File: config.mk
export PLATFORM = sky130hd
export DESIGN_NAME = uhrh_cfg_regs
export DESIGN_NICKNAME = d
export VERILOG_FILES = /design/src/core/uhrh_cfg_regs.v
export VERILOG_INCLUDE_DIRS = /design/src /design/src/core
export SDC_FILE = /design/constraint.sdc
export NUM_CORES = 1
export LEC_CHECK = 0
export ABC_CLOCK_PERIOD_IN_PS = 2500
export BUFFER_PORTS_ARGS = -buffer_cell sky130_fd_sc_hd__buf_2
export CAP_MARGIN = 20
export CORE_MARGIN = 2
export CORE_UTILIZATION = 52
export CTS_BUF_LIST = sky130_fd_sc_hd__clkbuf_4 sky130_fd_sc_hd__clkbuf_8
export CTS_CLUSTER_SIZE = 30
export DETAILED_ROUTE_END_ITERATION = 16
export GPL_TIMING_DRIVEN = 0
export PLACE_DENSITY = 0.82
export REMOVE_ABC_BUFFERS = 1
export SETUP_SLACK_MARGIN = 0.3
export SYNTH_ARGS = -nofsm -noshare
export SYNTH_HDL_FRONTEND = slang
export SYNTH_SLANG_ARGS = --single-unit
File: constraint.sdc
create_clock -name aclk -period 2.5 [get_ports aclk]
set_clock_uncertainty 0.05 [all_clocks]
set_input_delay 0.5 -clock aclk [delete_from_list [all_inputs] [get_ports aclk]]
set_output_delay 0.5 -clock aclk [all_outputs]
set_load 0.05 [all_outputs]
File: src/core/uhrh_map.vh
`ifndef UHRH_MAP_VH
`define UHRH_MAP_VH

// ----------------------------------------------------------------
// register byte addresses
// ----------------------------------------------------------------
`define UHRH_LS_THRESH_ADDR   32'h4004C044
`define UHRH_DESC_A_ADDR      32'h4004C048
`define UHRH_DESC_B_ADDR      32'h4004C04C
`define UHRH_FRAME_STAT_ADDR  32'h4004C0FC

// ----------------------------------------------------------------
// field positions
// ----------------------------------------------------------------
`define UHRH_LSL_MSB          13
`define UHRH_PORT_CNT_LSB     0
`define UHRH_PSM_BIT          8
`define UHRH_NPS_BIT          9
`define UHRH_CDF_BIT          10
`define UHRH_OCM_BIT          11
`define UHRH_NO_OVERCURRENT_PROTECT_BIT         12
`define UHRH_PGD_LSB          24
`define UHRH_NRM_LSB          1
`define UHRH_PPM_LSB          17
`define UHRH_LSOK_BIT         31

// ----------------------------------------------------------------
// reset and fixed values
// ----------------------------------------------------------------
`define UHRH_PORT_CNT         8'h03
`define UHRH_PSM_RST          1'b0
`define UHRH_NPS_RST          1'b1
`define UHRH_CDF_VAL          1'b0
`define UHRH_OCM_RST          1'b0
`define UHRH_NO_OVERCURRENT_PROTECT_RST         1'b1
`define UHRH_PGD_RST          8'h00
`define UHRH_LSL_RST          14'h0000
`define UHRH_PGD_UNIT_MS      2

// ----------------------------------------------------------------
// bus answers
// ----------------------------------------------------------------
`define UHRH_RESP_OKAY        2'b00
`define UHRH_RESP_SLVERR      2'b10

`endif

File: src/core/uhrh_cfg_regs.v
// Contract
// - low-speed start only if frame count exceeds limit
// - limit is 14-bit full-speed bit times
// - port count always reads three
// - power switch mode resets 0, writable
// - no power switch resets 1, writable
// - compound device flag reads 0, read-only
// - overcurrent mode resets 0, writable
// - no overcurrent protect resets 1, writable
// - power good delay 8 bits, 2 ms, stored
// - nonremovable bits 1..3, others reserved
// - per-port power mask bits 17..19, others reserved
// - frame count reloads from interval each frame
// - nonremovable port shows connected after hub reset
//
// Implementation choice: the AXI4-Lite interface to the registers.
`timescale 1ns/1ps
`default_nettype none
`include "uhrh_map.vh"

module uhrh_cfg_regs (
    input  wire        aclk,
    input  wire        aresetn,
    input  wire [31:0] s_axi_awaddr,
    input  wire        s_axi_awvalid,
    output wire        s_axi_awready,
    input  wire [31:0] s_axi_wdata,
    input  wire [3:0]  s_axi_wstrb,
    input  wire        s_axi_wvalid,
    output wire        s_axi_wready,
    output reg  [1:0]  s_axi_bresp,
    output reg         s_axi_bvalid,
    input  wire        s_axi_bready,
    input  wire [31:0] s_axi_araddr,
    input  wire        s_axi_arvalid,
    output wire        s_axi_arready,
    output reg  [31:0] s_axi_rdata,
    output reg  [1:0]  s_axi_rresp,
    output reg         s_axi_rvalid,
    input  wire        s_axi_rready,
    input  wire        bit_tick,
    input  wire [13:0] frame_interval_value,
    input  wire        root_hub_reset,
    input  wire [2:0]  port_connected_clr,
    output reg         frame_start,
    output reg  [13:0] frame_left_count,
    output reg         low_speed_ok,
    output reg  [2:0]  port_connected,
    output wire [13:0] low_speed_limit,
    output wire        power_switch_mode,
    output wire        no_power_switch,
    output wire        overcurrent_mode,
    output wire        no_overcurrent_protect,
    output wire [7:0]  power_good_delay,
    output wire [2:0]  nonremovable_mask,
    output wire [2:0]  per_port_power_mask
);

    // ------------------------------------------------------------
    // register select codes
    // ------------------------------------------------------------
    localparam [2:0] SEL_LSL  = 3'h0;
    localparam [2:0] SEL_A    = 3'h1;
    localparam [2:0] SEL_B    = 3'h2;
    localparam [2:0] SEL_STAT = 3'h3;
    localparam [2:0] SEL_NONE = 3'h7;

    // ------------------------------------------------------------
    // functions
    // ------------------------------------------------------------
    // 0: low-speed limit, 1: descriptor a, 2: descriptor b, 3: frame status
    function [2:0] addr_sel;
        input [31:0] addr;
        begin
            case (addr)
                `UHRH_LS_THRESH_ADDR:  addr_sel = SEL_LSL;
                `UHRH_DESC_A_ADDR:     addr_sel = SEL_A;
                `UHRH_DESC_B_ADDR:     addr_sel = SEL_B;
                `UHRH_FRAME_STAT_ADDR: addr_sel = SEL_STAT;
                default:               addr_sel = SEL_NONE;
            endcase
        end
    endfunction

    function [31:0] merge_lanes;
        input [31:0] old;
        input [31:0] wdat;
        input [3:0]  strb;
        integer      i;
        begin
            merge_lanes = old;
            for (i = 0; i < 4; i = i + 1) begin
                if (strb[i]) begin
                    merge_lanes[i*8 +: 8] = wdat[i*8 +: 8];
                end
            end
        end
    endfunction

    // ------------------------------------------------------------
    // stored fields
    // ------------------------------------------------------------
    reg [13:0] lsl_r;
    reg        psm_r;
    reg        nps_r;
    reg        ocm_r;
    reg        no_overcurrent_protect_r;
    reg [7:0]  pgd_r;
    reg [2:0]  nrm_r;
    reg [2:0]  ppm_r;

    assign low_speed_limit        = lsl_r;
    assign power_switch_mode      = psm_r;
    assign no_power_switch        = nps_r;
    assign overcurrent_mode       = ocm_r;
    assign no_overcurrent_protect = no_overcurrent_protect_r;
    assign power_good_delay       = pgd_r;
    assign nonremovable_mask      = nrm_r;
    assign per_port_power_mask    = ppm_r;

    // ------------------------------------------------------------
    // register images
    // ------------------------------------------------------------
    reg [31:0] img_lsl;
    reg [31:0] img_a;
    reg [31:0] img_b;
    reg [31:0] img_stat;

    always @* begin
        img_lsl                         = 32'h00000000;
        img_lsl[`UHRH_LSL_MSB:0]        = lsl_r;
        img_a                           = 32'h00000000;
        img_a[`UHRH_PORT_CNT_LSB +: 8]  = `UHRH_PORT_CNT;
        img_a[`UHRH_PSM_BIT]            = psm_r;
        img_a[`UHRH_NPS_BIT]            = nps_r;
        img_a[`UHRH_CDF_BIT]            = `UHRH_CDF_VAL;
        img_a[`UHRH_OCM_BIT]            = ocm_r;
        img_a[`UHRH_NO_OVERCURRENT_PROTECT_BIT]           = no_overcurrent_protect_r;
        img_a[`UHRH_PGD_LSB +: 8]       = pgd_r;
        img_b                           = 32'h00000000;
        img_b[`UHRH_NRM_LSB +: 3]       = nrm_r;
        img_b[`UHRH_PPM_LSB +: 3]       = ppm_r;
        img_stat                        = 32'h00000000;
        img_stat[13:0]                  = frame_left_count;
        img_stat[`UHRH_LSOK_BIT]        = low_speed_ok;
    end

    // ------------------------------------------------------------
    // write channel
    // ------------------------------------------------------------
    reg        aw_held_r;
    reg [31:0] aw_addr_r;
    reg        w_held_r;
    reg [31:0] w_data_r;
    reg [3:0]  w_strb_r;

    assign s_axi_awready = ~aw_held_r & ~s_axi_bvalid;
    assign s_axi_wready  = ~w_held_r & ~s_axi_bvalid;

    // both halves held; readies stay low until bready
    wire [2:0]  wr_sel = addr_sel(aw_addr_r);
    wire        wr_go  = aw_held_r & w_held_r & ~s_axi_bvalid;
    wire [31:0] new_lsl = merge_lanes(img_lsl, w_data_r, w_strb_r);
    wire [31:0] new_a   = merge_lanes(img_a, w_data_r, w_strb_r);
    wire [31:0] new_b   = merge_lanes(img_b, w_data_r, w_strb_r);

    always @(posedge aclk) begin
        if (!aresetn) begin
            aw_held_r    <= 1'b0;
            aw_addr_r    <= 32'h00000000;
            w_held_r     <= 1'b0;
            w_data_r     <= 32'h00000000;
            w_strb_r     <= 4'h0;
            s_axi_bvalid <= 1'b0;
            s_axi_bresp  <= `UHRH_RESP_OKAY;
        end else begin
            if (s_axi_awvalid && s_axi_awready) begin
                aw_held_r <= 1'b1;
                aw_addr_r <= s_axi_awaddr;
            end
            if (s_axi_wvalid && s_axi_wready) begin
                w_held_r <= 1'b1;
                w_data_r <= s_axi_wdata;
                w_strb_r <= s_axi_wstrb;
            end
            if (wr_go) begin
                aw_held_r    <= 1'b0;
                w_held_r     <= 1'b0;
                s_axi_bvalid <= 1'b1;
                s_axi_bresp  <= (wr_sel == SEL_NONE) ? `UHRH_RESP_SLVERR : `UHRH_RESP_OKAY;
            end else if (s_axi_bvalid && s_axi_bready) begin
                s_axi_bvalid <= 1'b0;
            end
        end
    end

    // ------------------------------------------------------------
    // configuration fields
    // ------------------------------------------------------------
    always @(posedge aclk) begin
        if (!aresetn) begin
            lsl_r  <= `UHRH_LSL_RST;
            psm_r  <= `UHRH_PSM_RST;
            nps_r  <= `UHRH_NPS_RST;
            ocm_r  <= `UHRH_OCM_RST;
            no_overcurrent_protect_r <= `UHRH_NO_OVERCURRENT_PROTECT_RST;
            pgd_r  <= `UHRH_PGD_RST;
            nrm_r  <= 3'h0;
            ppm_r  <= 3'h0;
        end else if (wr_go) begin
            case (wr_sel)
                SEL_LSL: begin
                    lsl_r <= new_lsl[`UHRH_LSL_MSB:0];
                end
                SEL_A: begin
                    psm_r  <= new_a[`UHRH_PSM_BIT];
                    nps_r  <= new_a[`UHRH_NPS_BIT];
                    ocm_r  <= new_a[`UHRH_OCM_BIT];
                    no_overcurrent_protect_r <= new_a[`UHRH_NO_OVERCURRENT_PROTECT_BIT];
                    pgd_r  <= new_a[`UHRH_PGD_LSB +: 8];
                end
                SEL_B: begin
                    nrm_r <= new_b[`UHRH_NRM_LSB +: 3];
                    ppm_r <= new_b[`UHRH_PPM_LSB +: 3];
                end
                default: begin
                    lsl_r <= lsl_r;
                end
            endcase
        end
    end

    // ------------------------------------------------------------
    // read channel
    // ------------------------------------------------------------
    assign s_axi_arready = ~s_axi_rvalid;

    reg [31:0] rd_mux;
    always @* begin
        case (addr_sel(s_axi_araddr))
            SEL_LSL:  rd_mux = img_lsl;
            SEL_A:    rd_mux = img_a;
            SEL_B:    rd_mux = img_b;
            SEL_STAT: rd_mux = img_stat;
            default: rd_mux = 32'h00000000;
        endcase
    end

    always @(posedge aclk) begin
        if (!aresetn) begin
            s_axi_rvalid <= 1'b0;
            s_axi_rdata  <= 32'h00000000;
            s_axi_rresp  <= `UHRH_RESP_OKAY;
        end else if (s_axi_arvalid && s_axi_arready) begin
            s_axi_rvalid <= 1'b1;
            s_axi_rdata  <= rd_mux;
            s_axi_rresp  <= (addr_sel(s_axi_araddr) == SEL_NONE) ?
                            `UHRH_RESP_SLVERR : `UHRH_RESP_OKAY;
        end else if (s_axi_rvalid && s_axi_rready) begin
            s_axi_rvalid <= 1'b0;
        end
    end

    // ------------------------------------------------------------
    // frame timing and low-speed gate
    // ------------------------------------------------------------
    always @(posedge aclk) begin
        if (!aresetn) begin
            frame_left_count <= 14'h0000;
            frame_start      <= 1'b0;
            low_speed_ok     <= 1'b0;
        end else begin
            frame_start <= 1'b0;
            if (bit_tick) begin
                if (frame_left_count == 14'h0000) begin
                    frame_left_count <= frame_interval_value;
                    frame_start      <= 1'b1;
                end else begin
                    frame_left_count <= frame_left_count - 14'h0001;
                end
            end
            // gate lags the count by one cycle
            low_speed_ok <= (frame_left_count > lsl_r);
        end
    end

    // ------------------------------------------------------------
    // port connection after root hub reset
    // ------------------------------------------------------------
    always @(posedge aclk) begin
        if (!aresetn) begin
            port_connected <= 3'h0;
        end else begin
            // set wins over clear in the same cycle
            port_connected <= (port_connected & ~port_connected_clr)
                            | ({3{root_hub_reset}} & nrm_r);
        end
    end

endmodule // uhrh_cfg_regs
`default_nettype wire

==> results.yml <==
worst_setup_path:
  cpMaxStageDelayCell: "or4_4"
  reg2reg_to: "frame_left_count[9]"
  startpoint: "frame_left_count[1]"
  cp.depth: 7
  r2r-start: "frame_left_count[1]"
  path_max_fanout: 7
  cp.required_ps: 2780
  ff2ff_setup_slack_ps: 370
  cp_cell_sequence: "inv_1 -> ha_2 -> or3b_4 -> or4_4 -> o31ai_1 -> a21oi_1 -> o21bai_1"
  slowest_delay_ps: 480
  critical_path_arrival_ps: 2420
  crit_family: "simple AND/OR/NAND/NOR gates"
  startpoint_type: "flop"
  worstSetupEndpoint: "frame_left_count[9]"
  end_kind: "flop"
  critPathKind: "reg -> reg"
  ff2ff_path_depth: 7
  cp_num_buf_inv: 1
sta:
  drv_slew: 0
  min_period_ps: 2134
  fin_crit_sh_pct: 85.37
  final_hold_viol_count: 0
  rsz0062_at_grt: "yes"
  max_slew.worst_pin.slew_ps: 1070
  layout_setup_ws_ps: 365.8
  relSlewSlack_pct: 28.39
  setup-violations-final: 0
  fmax_ghz: 0.4686
  whs_ps: 234.8
logic_synthesis:
  yosysSeqAreaShare_pct: 45.19
  netlist_area_um2: 6335
  synth_edf_count: 0
  yosysWarningCount: 0
  synth_cells: 753
  ys.flop_type: "dfxtp_1"
  synthDistinctLibCells: 51
  synth-async-reset-ratio_pct: 0
  yosys_register_bits: 143
  syn_area_per_cell_um2: 8.413
run:
  max_cap_violations: 0
cts:
  cts_buffers: 17
  clk-insertion-delay-late_ps: 440
  clk_path_buf_depth: 2
  clk_transition_reported_paths_ps: 80
  cts_max_level: 4
  root_buffer: "clkbuf_8"
  cts_tree: "done"
  cts_num_sinks: 143
drt:
  drtAntennaViolNets: 0
  via_count: 5888
  drt_iter0_drc: 436
  vias_per_cell: 5.358
  drc: 0
  routed_wl_um: 16080
  wire_per_inst_um: 14.63
  drt_first_pass_iters: 5
power:
  worst_ir_drop_vdd_mv: 0.6697
  fin_total_pwr_mw: 6.643
  p_leak_nw: 3.344
  p_per_area_nw_per_um2: 827.0
finish:
  num-nets-final: 1079
  final_common_cell: "nand2_1"
  fill_cells: 1042
  drive_above_1_share_pct: 28.92
  mostFrequentLayoutCells: "nand2_1, buf_2, dfxtp_1"
  syn2layout_area_growth_pct: 26.80
  final_util_pct: 67.15
floorplan:
  fp-row-count: 40
  die_h_um: 114.4
  core_um2: 11960
  die_x_um: 114.4
  ioPinCount: 218
  initial_core_util_pct: 52.96
  die_area_um2: 13080
grt:
  grt_max_degree: 82
  antenna_found_initial: 0
  grt_use_met1_pct: 29.74
  grtUsageMet3_pct: 7.411
  grt_overflow: 0
  use_met2_pct: 40.08
  grt_usage_pct: 24.14
  grt_pass1_vias: 5312
  busiest_layer: "met2"
  grt_pass1_wl_um: 25170
worst_hold_path:
  hold_class: "in -> reg"
place:
  place_congestion: 0.8503
  io_buffer_count: 201
  dp_slack_ps: -273.5
  hpwlAfterDp_um: 11160
outcome:
  outcome: "completed"
layer usage:
metal,up-vias,part of all wire [%]
li1,2956,-
met1,2687,42
met2,225,49
met3,20,7.6
met4,0,1.4
met5,-,0
report_power, final:
part           switching (mW)  internal [mW]
sequential              0.223           2.45
clock                   0.864           1.07
combinational            1.28          0.757
total                    2.36           4.28
per-stage QoR:
step	cell area (um^2)	std cells	TNS, ps
finish	8033	1099	0
global route	8030	1098	0
CTS	7906	1095	0
detailed placement	7366	1057	-4420
global placement	7313	1055	-43820
floorplan	6123	707	-94.50
how the worst min path moves through the flow:
| stage | endpoint | depth (start not counted) | slack [ps] | startpoint |
|---|---|---|---|---|
| 2_1_floorplan | low_speed_limit[0] | 2 | 390 | w_data_r[0] |
| 3_3_place_gp | s_axi_rdata[10] | 2 | 380 | s_axi_rdata[10] |
| 3_5_place_dp | s_axi_rdata[10] | 2 | 390 | s_axi_rdata[10] |
| 4_1_cts | s_axi_rvalid | 2 | 220 | s_axi_arvalid |
| 5_1_grt | frame_left_count[8] | 2 | 230 | frame_interval_value[8] |
| 6_report | s_axi_rvalid | 2 | 230 | s_axi_arvalid |
cell usage after synthesis (11+ instances only):
library cell  instances  area, um^2
a21boi_0             69       518.0
a21oi_1              16       80.08
clkbuf_1             41       153.9
dfxtp_1             143        2863
ha_1                 15       187.7
inv_1                17       63.81
mux2i_1              33       330.3
nand2_1             216       810.8
nand3_1              11       55.05
nor2_1               25       93.84
nor3_1               17       85.08
o21ai_0              30       150.1
final cells by class:
| cell class | count | area (um^2) | share of cell area (%) |
|---|---|---|---|
| flip-flops and latches | 143 | 2872 | 35.75 |
| repair buffers | 211 | 1192 | 14.84 |
| multi-input cells | 548 | 3299 | 41.07 |
| clock buffers | 21 | 282.8 | 3.520 |
| clock inverters | 11 | 136.4 | 1.698 |
| well taps | 147 | 183.9 | 2.290 |
| inverters | 17 | 63.81 | 0.7944 |
| diodes | 1 | 2.502 | 0.03115 |
cell families after synthesis:
group,after synthesis,share of synthesized area (%)
and+or+nand+nor,326,23.44
AOI/OAI and AO/OA,161,17.86
DFF,143,45.19
buffers and inverters,71,4.819
muxes,34,5.392
adders and majority gates,15,2.963
xor gates and xnor gates,2,0.2766
other,1,0.05920
what timing repair did:
action | in CTS | in global routing
cloned | 1 | 0
setup buffers | 5 | 1
gates resized for setup | 12 | 14
setup endpoints to repair | 56 | 36
hold buffers | 0 | 0
pin swaps | 4 | 0
state kept, by name (all words and copies together), names as in the netlist, 3 cells and up:
register	flops
aw_addr_r	32
s_axi_rdata	25
w_data_r	25
frame_left_count	14
low_speed_limit	14
power_good_delay	8
w_strb_r	4
nonremovable_mask	3
per_port_power_mask	3
port_connected	3
Note: power is estimated with default switching activity, not from simulation.
